File: config.mk
export PLATFORM = sky130hd
export DESIGN_NAME = smdsu_unit
export DESIGN_NICKNAME = d
export VERILOG_FILES = /design/src/rtl/smdsu_unit.v /design/src/rtl/smdsu_decode.v /design/src/rtl/smdsu_divider.v
export VERILOG_INCLUDE_DIRS = /design/src /design/src/rtl
export SDC_FILE = /design/constraint.sdc
export NUM_CORES = 2
export LEC_CHECK = 0
export BUFFER_PORTS_ARGS = -buffer_cell sky130_fd_sc_hd__buf_2
export CAP_MARGIN = 20
export CELL_PAD_IN_SITES_DETAIL_PLACEMENT = 2
export CELL_PAD_IN_SITES_GLOBAL_PLACEMENT = 2
export CORE_UTILIZATION = 40
export CTS_BUF_LIST = sky130_fd_sc_hd__clkbuf_8
export DETAILED_ROUTE_END_ITERATION = 10
export GPL_ROUTABILITY_DRIVEN = 1
export PLACE_DENSITY = 0.92
export SYNTH_ARGS = -nofsm -noshare
export SYNTH_HDL_FRONTEND = slang
export SYNTH_SLANG_ARGS = --single-unit
File: constraint.sdc
create_clock -name core_clk -period 5.99 [get_ports core_clk]
set_clock_uncertainty 0.15 [all_clocks]
set_input_delay 0.2995 -clock core_clk [delete_from_list [all_inputs] [get_ports core_clk]]
set_output_delay 0.2995 -clock core_clk [all_outputs]
set_load 0.02 [all_outputs]
File: src/rtl/smdsu_regs.vh
// constants for the signed multiply, divide and shift unit
`ifndef SMDSU_REGS_VH
`define SMDSU_REGS_VH
`define SMDSU_OP_SIGNED_DIVIDE_HI 8'haf
`define SMDSU_OP_SIGNED_MULTIPLY_HI 8'hb1
`define SMDSU_OP_SLLR_HI 8'hb6
`define SMDSU_OP_SRAR_HI 8'hb4
`define SMDSU_OP_IMM_NIB 4'hb
`define SMDSU_SUB_SLL 3'h6
`define SMDSU_SUB_SRA 3'h4
`define SMDSU_EXT_PREFIX 16'h0007
`define SMDSU_MOST_NEG 32'h80000000
`define SMDSU_MINUS_ONE 32'hffffffff
`define SMDSU_FLAG_C 7
`define SMDSU_FLAG_Z 6
`define SMDSU_FLAG_S 5
`define SMDSU_FLAG_V 4
`define SMDSU_FLAG_B 3
`define SMDSU_DIV_BITS 6'h20
`endif

File: src/rtl/smdsu_unit.v
// signed multiply, divide and shift execution datapath
`timescale 1ns/1ps
`include "smdsu_regs.vh"
module smdsu_unit
(
   input wire core_clk,
   input wire arst_n,
   input wire issue,
   input wire [15:0] opWord,
   input wire extPrefix,
   input wire [31:0] dstValue,
   input wire [31:0] srcValue,
   input wire [7:0] flagsIn,
   output wire issueReady,
   output wire [3:0] srcNum,
   output wire [3:0] dstNum,
   output wire opLegal,
   output reg done,
   output reg dstWrite,
   output reg srcWrite,
   output reg flagsWrite,
   output reg [3:0] dstIndex,
   output reg [3:0] srcIndex,
   output reg [31:0] dstResult,
   output reg [31:0] srcResult,
   output reg [7:0] flagsOut,
   output reg divZeroExc
);
   localparam ST_IDLE = 2'h0;
   localparam ST_DIV = 2'h1;
   localparam ST_WAIT = 2'h2;

   wire [2:0] opKind;
   wire useImm;
   wire [4:0] immCount;
   reg [1:0] state;
   reg [31:0] dividendHeld;
   reg [31:0] divisorHeld;
   reg [7:0] flagsHeld;
   reg [3:0] dstHeld;
   reg [3:0] srcHeld;
   reg divStart;
   wire divBusy;
   wire divDone;
   wire [31:0] quotMag;
   wire [31:0] remMag;

   ////////////////////////////////////////////////////////////////////////////////
   // decode and divider

   smdsu_decode decoder
   (
      .opWord(opWord),
      .extPrefix(extPrefix),
      .opKind(opKind),
      .useImm(useImm),
      .immCount(immCount),
      .srcNum(srcNum),
      .dstNum(dstNum),
      .legal(opLegal)
   );

   // magnitudes of the held divide operands
   wire dividendNeg = dividendHeld[31];
   wire divisorNeg = divisorHeld[31];
   wire [31:0] dividendMag = dividendNeg ? (32'h0 - dividendHeld) : dividendHeld;
   wire [31:0] divisorMag = divisorNeg ? (32'h0 - divisorHeld) : divisorHeld;

   smdsu_divider divider
   (
      .core_clk(core_clk),
      .arst_n(arst_n),
      .start(divStart),
      .dividendMag(dividendMag),
      .divisorMag(divisorMag),
      .busy(divBusy),
      .done(divDone),
      .quotMag(quotMag),
      .remMag(remMag)
   );

   ////////////////////////////////////////////////////////////////////////////////
   // single-cycle datapaths

   // shift results and carry for both directions, spill for the left shift only
   reg [4:0] shiftAmt;
   reg [63:0] leftWide;
   reg [31:0] sllResult;
   reg [31:0] sllSpill;
   reg sllCarry;
   reg [63:0] rightArith;
   reg [31:0] sraResult;
   reg sraCarry;
   always @*
   begin
      // count from the immediate field or source bits 4:0
      shiftAmt = useImm ? immCount : srcValue[4:0];
      // left: bits leaving the top land in the upper half
      leftWide = {32'h0, dstValue} << shiftAmt;
      sllResult = leftWide[31:0];
      sllSpill = leftWide[63:32];
      // right: sign copied down from bit 31
      rightArith = $signed({dstValue, 32'h0}) >>> shiftAmt;
      sraResult = rightArith[63:32];
      // a zero count shifts nothing out, so carry keeps its value
      if (shiftAmt == 5'h0)
      begin
         sllCarry = flagsIn[`SMDSU_FLAG_C];
         sraCarry = flagsIn[`SMDSU_FLAG_C];
      end
      else
      begin
         sllCarry = leftWide[32];
         sraCarry = rightArith[31];
      end
   end

   // signed product
   wire [63:0] product = $signed(dstValue) * $signed(srcValue);

   // combinational shift/multiply result and flags
   reg [31:0] nextDst;
   reg [31:0] nextSrc;
   reg nextSrcWrite;
   reg [7:0] nextFlags;
   always @*
   begin
      nextDst = 32'h0;
      nextSrc = 32'h0;
      nextSrcWrite = 1'b0;
      nextFlags = flagsIn;
      case (opKind)
         3'h2:
         begin
            nextDst = product[31:0];
            nextSrc = product[63:32];
            nextSrcWrite = 1'b1;
            nextFlags[`SMDSU_FLAG_Z] = (product == 64'h0);
            nextFlags[`SMDSU_FLAG_S] = product[63];
            nextFlags[`SMDSU_FLAG_V] = 1'b0;
            nextFlags[`SMDSU_FLAG_B] = 1'b0;
         end
         3'h3, 3'h4:
         begin
            nextDst = sllResult;
            nextSrc = sllSpill;
            nextSrcWrite = (opKind == 3'h4);
            nextFlags[`SMDSU_FLAG_C] = sllCarry;
            nextFlags[`SMDSU_FLAG_Z] = (sllResult == 32'h0);
            nextFlags[`SMDSU_FLAG_S] = sllResult[31];
            nextFlags[`SMDSU_FLAG_V] = sllCarry ^ sllResult[31];
            nextFlags[`SMDSU_FLAG_B] = 1'b0;
         end
         3'h5:
         begin
            nextDst = sraResult;
            nextFlags[`SMDSU_FLAG_C] = sraCarry;
            nextFlags[`SMDSU_FLAG_Z] = (sraResult == 32'h0);
            nextFlags[`SMDSU_FLAG_S] = sraResult[31];
            nextFlags[`SMDSU_FLAG_V] = sraCarry ^ sraResult[31];
            nextFlags[`SMDSU_FLAG_B] = 1'b0;
         end
         default:
         begin
            nextFlags = flagsIn;
         end
      endcase
   end

   ////////////////////////////////////////////////////////////////////////////////
   // divide result assembly

   wire [31:0] quotSigned = (dividendNeg ^ divisorNeg) ? (32'h0 - quotMag) : quotMag;
   wire [31:0] remSigned = dividendNeg ? (32'h0 - remMag) : remMag;
   wire divSpecial = (dividendHeld == `SMDSU_MOST_NEG) && (divisorHeld == `SMDSU_MINUS_ONE);
   reg [31:0] divQuot;
   reg [31:0] divRem;
   reg [7:0] divFlags;
   always @*
   begin
      divQuot = divSpecial ? `SMDSU_MOST_NEG : quotSigned;
      divRem = divSpecial ? 32'h0 : remSigned;
      divFlags = flagsHeld;
      divFlags[`SMDSU_FLAG_Z] = (divQuot == 32'h0);
      divFlags[`SMDSU_FLAG_S] = divQuot[31];
      divFlags[`SMDSU_FLAG_V] = divSpecial;
      divFlags[`SMDSU_FLAG_B] = 1'b0;
   end

   assign issueReady = (state == ST_IDLE);

   ////////////////////////////////////////////////////////////////////////////////
   // divide sequencing

   // next control state; only a divide with a nonzero divisor leaves idle
   reg [1:0] next_state;
   always @*
   begin
      next_state = state;
      case (state)
         ST_IDLE:
         begin
            // zero divisor and single-cycle ops finish without leaving idle
            if (issue && opLegal && opKind == 3'h1 && srcValue != 32'h0)
               next_state = ST_DIV;
         end
         ST_DIV:
         begin
            // start pulse seen by the divider, wait for its done
            if (divStart || divBusy)
               next_state = ST_WAIT;
         end
         ST_WAIT:
         begin
            if (divDone)
               next_state = ST_IDLE;
         end
         default:
         begin
            next_state = ST_IDLE;
         end
      endcase
   end

   ////////////////////////////////////////////////////////////////////////////////
   // control and write-back registers

   // results are registered; done marks the one commit cycle, or the zero-divisor exception cycle, which has no writes
   always @(posedge core_clk or negedge arst_n)
   begin
      if (!arst_n)
      begin
         state <= ST_IDLE;
         done <= 1'b0;
         dstWrite <= 1'b0;
         srcWrite <= 1'b0;
         flagsWrite <= 1'b0;
         dstIndex <= 4'h0;
         srcIndex <= 4'h0;
         dstResult <= 32'h0;
         srcResult <= 32'h0;
         flagsOut <= 8'h0;
         divZeroExc <= 1'b0;
         dividendHeld <= 32'h0;
         divisorHeld <= 32'h0;
         flagsHeld <= 8'h0;
         dstHeld <= 4'h0;
         srcHeld <= 4'h0;
         divStart <= 1'b0;
      end
      else
      begin
         done <= 1'b0;
         dstWrite <= 1'b0;
         srcWrite <= 1'b0;
         flagsWrite <= 1'b0;
         divZeroExc <= 1'b0;
         divStart <= 1'b0;
         state <= next_state;
         case (state)
            ST_IDLE:
            begin
               if (issue && opLegal)
               begin
                  dstIndex <= dstNum;
                  srcIndex <= srcNum;
                  if (opKind == 3'h1)
                  begin
                     dividendHeld <= dstValue;
                     divisorHeld <= srcValue;
                     flagsHeld <= flagsIn;
                     dstHeld <= dstNum;
                     srcHeld <= srcNum;
                     if (srcValue == 32'h0)
                     begin
                        done <= 1'b1;
                        divZeroExc <= 1'b1;
                     end
                     else
                     begin
                        divStart <= 1'b1;
                     end
                  end
                  else
                  begin
                     done <= 1'b1;
                     dstWrite <= 1'b1;
                     srcWrite <= nextSrcWrite;
                     flagsWrite <= 1'b1;
                     dstResult <= nextDst;
                     srcResult <= nextSrc;
                     flagsOut <= nextFlags;
                  end
               end
            end
            ST_DIV:
            begin
               // start pulse to the divider, which is not busy yet; nothing to commit
            end
            ST_WAIT:
            begin
               if (divDone)
               begin
                  done <= 1'b1;
                  dstWrite <= 1'b1;
                  srcWrite <= 1'b1;
                  flagsWrite <= 1'b1;
                  dstIndex <= dstHeld;
                  srcIndex <= srcHeld;
                  dstResult <= divQuot;
                  srcResult <= divRem;
                  flagsOut <= divFlags;
               end
            end
            default:
            begin
               divStart <= 1'b0;
            end
         endcase
      end
   end
endmodule // smdsu_unit

File: src/rtl/smdsu_decode.v
// opcode decoder for the five instructions
`timescale 1ns/1ps
`include "smdsu_regs.vh"
module smdsu_decode
(
   input wire [15:0] opWord,
   input wire extPrefix,
   output reg [2:0] opKind,
   output reg useImm,
   output reg [4:0] immCount,
   output reg [3:0] srcNum,
   output reg [3:0] dstNum,
   output reg legal
);
   // opKind: 1 div, 2 mul, 3 sll, 4 shift_left_extended, 5 sra
   always @*
   begin
      opKind = 3'h0;
      useImm = 1'b0;
      legal = 1'b1;
      immCount = opWord[8:4];
      srcNum = opWord[7:4];
      dstNum = opWord[3:0];
      if (opWord[15:8] == `SMDSU_OP_SIGNED_DIVIDE_HI)
         opKind = 3'h1;
      else if (opWord[15:8] == `SMDSU_OP_SIGNED_MULTIPLY_HI)
         opKind = 3'h2;
      else if (opWord[15:8] == `SMDSU_OP_SLLR_HI)
         opKind = extPrefix ? 3'h4 : 3'h3;
      else if (opWord[15:8] == `SMDSU_OP_SRAR_HI)
         opKind = 3'h5;
      else if (opWord[15:12] == `SMDSU_OP_IMM_NIB && opWord[11:9] == `SMDSU_SUB_SLL)
      begin
         opKind = 3'h3;
         useImm = 1'b1;
      end
      else if (opWord[15:12] == `SMDSU_OP_IMM_NIB && opWord[11:9] == `SMDSU_SUB_SRA)
      begin
         opKind = 3'h5;
         useImm = 1'b1;
      end
      else
         legal = 1'b0;
   end
endmodule // smdsu_decode

File: src/rtl/smdsu_divider.v
// iterative restoring divider on magnitudes
`timescale 1ns/1ps
`include "smdsu_regs.vh"
module smdsu_divider
(
   input wire core_clk,
   input wire arst_n,
   input wire start,
   input wire [31:0] dividendMag,
   input wire [31:0] divisorMag,
   output reg busy,
   output reg done,
   output reg [31:0] quotMag,
   output reg [31:0] remMag
);
   reg [5:0] count;
   wire [32:0] trial;
   assign trial = {remMag, quotMag[31]} - {1'b0, divisorMag};
   // one quotient bit per clock
   always @(posedge core_clk or negedge arst_n)
   begin
      if (!arst_n)
      begin
         busy <= 1'b0;
         done <= 1'b0;
         count <= 6'h0;
         quotMag <= 32'h0;
         remMag <= 32'h0;
      end
      else
      begin
         done <= 1'b0;
         if (start && !busy)
         begin
            busy <= 1'b1;
            count <= `SMDSU_DIV_BITS;
            quotMag <= dividendMag;
            remMag <= 32'h0;
         end
         else if (busy)
         begin
            if (trial[32])
            begin
               remMag <= {remMag[30:0], quotMag[31]};
               quotMag <= {quotMag[30:0], 1'b0};
            end
            else
            begin
               remMag <= trial[31:0];
               quotMag <= {quotMag[30:0], 1'b1};
            end
            count <= count - 6'h1;
            if (count == 6'h1)
            begin
               busy <= 1'b0;
               done <= 1'b1;
            end
         end
      end
   end
endmodule // smdsu_divider

==> run summary, run 1 <==
Of the total synthesized cell area, the portion taken by AND, OR, NAND and NOR gates is 0.168. The post-synthesis cell area came out at 0.0560 sq mm. After synthesis, the largest family of logic cells by area is adder cells. Port buffering added 184 buffers. The final weighted congestion in routability-driven placement came out at 1.01. The count of yosys warnings during synthesis is 0. Measured along the y axis, the die boundary spans 376 um. The async set-or-reset flop fraction in the synthesized netlist is 1.00.

The count of mapped cells out of synthesis is 6302. The floorplan die width came out at 376 um. The detailed-placement wirelength estimate came out at 273000 um. The count of flip-flops with a built-in enable after synthesis came out at 0. The TritonCTS buffer count came out at 46. The number of H-tree levels came out at 2. The global-route congestion overflow total came out at 3979. The pre-CTS worst setup slack is -4060 ps. The cell at the root of the clock tree is sky130_fd_sc_hd__clkbuf_8. The pin count of the biggest net entering global routing came out at 170. The I/O pin count came out at 187. The most used flip-flop cell after synthesis is sky130_fd_sc_hd__dfrtp_1.

In this run, distinct cell masters in the synthesized netlist total 104. The number of sinks handled by clock tree synthesis is 235. The number of buffers on the longest clock path came out at 3.

The net count of the mapped netlist came out at 7700. The initial core utilization is 0.406. The fraction of the mapped netlist area in compound gates is 0.117. Of the total synthesized cell area, the portion taken by XOR and XNOR cells is 0.0347.

The all-layer global routing usage is 0.848. The global-route wire length before repair came out at 836000 um. After synthesis, the mean cell area works out to 8.89 sq um. The adder and majority cell fraction of the synthesized area came out at 0.437.

The first error in the log reads "[ERROR GRT-0116] Global routing finished with congestion. Check the congestion regions in the DRC Viewer". Progress stopped at 5_1_grt. The flow did not finish. The share of the Yosys chip area taken by registers is 0.105. The total number of placement rows is 136.

The multiplexer share of the synthesized area came out at 0.0398. The register bit count reported by yosys is 235. The number of global-route vias before repair came to 87431.
[metrics by stage]
stage	hold WS, ps	utilization	TNS, ps	instances	cell area [sq um]
4_1_cts	3.21	0.516	-76820	8924	71300
3_5_place_dp	158	0.465	-159500	8679	64300
3_3_place_gp	137	0.465	-118400	8679	64300
2_1_floorplan	-146	-	-55140	6302	57300
[cells in the mapped netlist, types with 96 or more instances]
cell type,count,area share
sky130_fd_sc_hd__ha_1,223,0.050
sky130_fd_sc_hd__mux2i_1,96,0.017
sky130_fd_sc_hd__o21ai_0,243,0.022
sky130_fd_sc_hd__fa_1,1083,0.39
sky130_fd_sc_hd__and2_1,516,0.058
sky130_fd_sc_hd__clkbuf_1,346,0.023
sky130_fd_sc_hd__nand2_1,797,0.053
sky130_fd_sc_hd__xor2_1,110,0.017
sky130_fd_sc_hd__xnor2_1,112,0.018
sky130_fd_sc_hd__inv_1,1019,0.068
sky130_fd_sc_hd__a21oi_1,203,0.018
sky130_fd_sc_hd__nor2_1,233,0.016
sky130_fd_sc_hd__dfrtp_1,235,0.10
[what timing repair did]
item,CTS
setup buffers,162
hold buffers,20
pin swaps,432
gates resized for setup,1117
gates cloned,6
setup endpoints to repair,90
endpoints found under the hold margin,96
[metal layers]
layer,GRT overflow,GRT usage
met1,299,0.828
met4,926,0.808
met2,2420,0.991
met3,301,0.749
met5,33,0.592
[logic make-up after synthesis]
kind of cell	count (synthesis)
compound gates	983
xor+xnor	222
fa+ha+maj	1306
buf+inv	1442
flops	235
mux	200
simple gates	1914
==> run 2: changes to the inputs <==
- CELL_PAD_IN_SITES_DETAIL_PLACEMENT: 2 -> default
- CELL_PAD_IN_SITES_GLOBAL_PLACEMENT: 2 -> default
- CORE_UTILIZATION: 40 -> 25
- CTS_BUF_LIST: sky130_fd_sc_hd__clkbuf_8 -> default
- PLACE_DENSITY: 0.92 -> default
- PLACE_DENSITY_LB_ADDON: default -> 0.15
==> run summary, run 2 <==
The run finished, with violations left. The checks that failed: setup timing. Leaving out fill and tap cells, the most frequent cell in the layout is sky130_fd_sc_hd__fa_1. The count of pins over their slew limit came out at 0. Setup repair after global routing could not meet its margin everywhere. The multi-input combinational cells in the finished layout cover a total of 0.0478 sq mm. After detailed routing, the total wire length is 236000 um. The top cell type's share of synthesized area came out at 0.387 (unchanged). The all-layer global routing usage came out at 0.209. The worst path in the final design needs a cycle of 7920 ps, including I/O delays and setup. The area enclosed by the die boundary is 0.226 sq mm. The number of detailed-route iterations in the first pass came out at 6. The final weighted congestion in routability-driven placement came out at 0.945 (-6.0%).

The path class of the tightest hold or removal check is input pin to register. By count the netlist is led by sky130_fd_sc_hd__fa_1, sky130_fd_sc_hd__inv_1, sky130_fd_sc_hd__nand2_1. The most common cell in the synthesized netlist is sky130_fd_sc_hd__fa_1. The global-route wire length before repair came out at 351000 um. The slowest stage of the critical path belongs to the cell sky130_fd_sc_hd__fa_1. The net count of the mapped netlist is 7700 (unchanged). CTS placed an instance of sky130_fd_sc_hd__clkbuf_16 at the clock tree root. The number of buffers on the longest clock path came to 3 (unchanged). The fraction of the cycle the final worst path needs is 1.32.

Max-cap violations in this run came to 0. The proportion of synthesized chip area in sequential cells is 0.105 (unchanged). The delay of the slowest critical-path stage is 510 ps. The register bit count reported by yosys is 235 (unchanged). The top cell types in the final layout, fill and taps aside, are sky130_fd_sc_hd__fa_1, sky130_fd_sc_hd__inv_1, sky130_fd_sc_hd__nand2_1. The area added between synthesis and finish came out at 29.2%. The count of flip-flops with a built-in enable after synthesis came to 0 (unchanged). The final setup violation count came out at 55.

The standard cell area after detailed placement is 0.0663 sq mm (+3.2%). The synthesized area per cell is 8.89 sq um (unchanged). Entering global routing, the biggest net connects 141 pins.

The standard cell core area is 0.223 sq mm. The number of global-route vias before repair came to 51339. The final hold violation count came out at 0.

Dividing the detail-routed wire length by the instance count gives 23.6 um. The maximum operating frequency is 126 MHz. The number of remaining DRC errors came out at 0. The number of port buffers was 184 (unchanged).

Headroom to the max-slew limit came out at 0.264. After synthesis, the cell types taking the most area are sky130_fd_sc_hd__fa_1, sky130_fd_sc_hd__dfrtp_1, sky130_fd_sc_hd__inv_1. For this run, the leading register cell type out of synthesis is sky130_fd_sc_hd__dfrtp_1. The area taken by flip-flops and latches came out at 0.00588 sq mm. At the end of the flow the core is filled with cells to 0.325. TritonCTS built the clock tree. The number of vias per cell after detailed routing came out at 4.79. The global-route congestion overflow total is 0. The clock slew seen by the registers of the worst setup and hold paths is 70 ps. The I/O pin count came out at 187 (unchanged).

The post-layout instance area came out at 0.0724 sq mm. The count of distinct cell types in the synthesized netlist came out at 104 (unchanged). The arrival time at the worst endpoint came out at 8300 ps. The number of H-tree levels came out at 1 (-1). The startpoint type of the worst setup path is an input pin. The cell type contributing the most total cell area after synthesis is sky130_fd_sc_hd__fa_1. The die height is 475 um (+26%). The net count reported at finish came out at 8403. The number of sinks handled by clock tree synthesis came to 235 (unchanged).

The routed via count came out at 47925. The layout filler cell count is 23494. The TritonCTS buffer count was 28 (-39%).

In this run the worst path has a maximum fanout of 5. The count of mapped cells out of synthesis is 6302 (unchanged). The clock reaches the later pin of the worst-skew pair after 590 ps. The post-synthesis cell area is 0.0560 sq mm (unchanged).

The layout cell share with drive strength beyond 1 is 0.254. The pin slew with the least headroom to its limit is 1100 ps. The initial antenna violation count is 20. The async set-or-reset flop fraction in the synthesized netlist came out at 1.00 (unchanged). The violation count after the first detailed-route iteration came out at 3306. The most frequent cell on the critical path is sky130_fd_sc_hd__fa_1.

The total number of placement rows came out at 173 (+27%). The endpoint required time on the critical path came out at 6370 ps. The floorplan die width is 475 um (+26%). The post-route antenna net violation count is 0. The type of destination of the critical path is a register. The final worst setup slack came out at -1930 ps. The count of yosys warnings during synthesis came to 0 (unchanged). The detailed-placement wirelength estimate is 194000 um (-29%). The initial core utilization was 0.252 (-0.154). The critical path in this run is classified as input pin to register.
## run 2: cell counts after synthesis
Identical to the previous run, type by type.
## run 2: timing repair
item                                    in CTS  in global routing
resized for setup                          566                272
endpoints found under the setup margin      57                 69
hold buffers                                18                  0
pin swaps                                  228                213
endpoints found under the hold margin      123                  0
setup buffers                               89                 56
cloned                                      14                  3
## run 2: final timing paths
path / cells after the start / endpoint / slack, ps / startpoint
min in group asynchronous: 2 / state[0] / 200 / arst_n
worst min register to register: 2 / srcIndex[3] / 330 / srcIndex[3]
worst min-delay path: 4 / flagsOut[5] / 20 / flagsIn[5]
worst max register to register: 18 / divider.remMag[18] / 350 / divisorHeld[5]
max in group asynchronous: 3 / divider.busy / 4130 / arst_n
worst max-delay path: 31 / flagsOut[6] / -1930 / srcValue[11]
## run 2: logic make-up (layout without fill, tap and decap cells)
| logic type | Yosys count | after routing | share of synthesized area |
|---|---|---|---|
| buffers and inverters | 1442 | 2167 | 0.0988 |
| AO/OA/AOI/OAI | 983 | 983 | 0.117 |
| multiplexers | 200 | 200 | 0.0398 |
| XOR/XNOR | 222 | 222 | 0.0347 |
| other | 0 | 9 | 0 |
| AND/OR/NAND/NOR | 1914 | 1914 | 0.168 |
| adder cells (fa/ha/maj) | 1306 | 1306 | 0.437 |
| flip-flops | 235 | 235 | 0.105 |
## run 2: layout make-up
| type | instances | area share |
|---|---|---|
| Antenna cell | 9 | 0.000311 |
| Clock buffer | 37 | 0.0113 |
| Clock inverter | 15 | 0.00297 |
| Inverter | 1020 | 0.0529 |
| Multi-Input combinational cell | 4625 | 0.659 |
| Sequential cell | 235 | 0.0812 |
| Tap cell | 2975 | 0.0514 |
| Timing Repair Buffer | 1095 | 0.140 |
## run 2: critical path: cells and delay by family
kind | cells | cell delay [ps]
compound gates | 6 | 1510
xor+xnor | 1 | 140
fa+ha+maj | 9 | 4090
buf+inv | 10 | 1130
simple gates | 5 | 1110
## run 2: layer usage
layer / GRT usage / share of wire / wire length [um]
met5: 0 / 0.00014 / 32
met4: 0.0501 / 0.029 / 6890
met3: 0.0148 / 0.039 / 9080
met2: 0.349 / 0.47 / 111000
met1: 0.292 / 0.46 / 109000
## run 2: through the flow
step	hold WS [ps]	setup TNS (ps)	worst slack, ps	std cells
2_1_floorplan	-146	-55140	-2440	6302
3_3_place_gp	270	-126600	-3120	9814
3_5_place_dp	265	-127010	-3090	9815
4_1_cts	9.35	-63730	-1860	9971
6_report	19.7	-64070	-1930	10011
5_1_grt	31.5	-76360	-2150	10009
Power of run 2 is left out: the tool's default activity adds up to more than one toggle a clock period on the data nets, which glitch-free logic cannot reach.
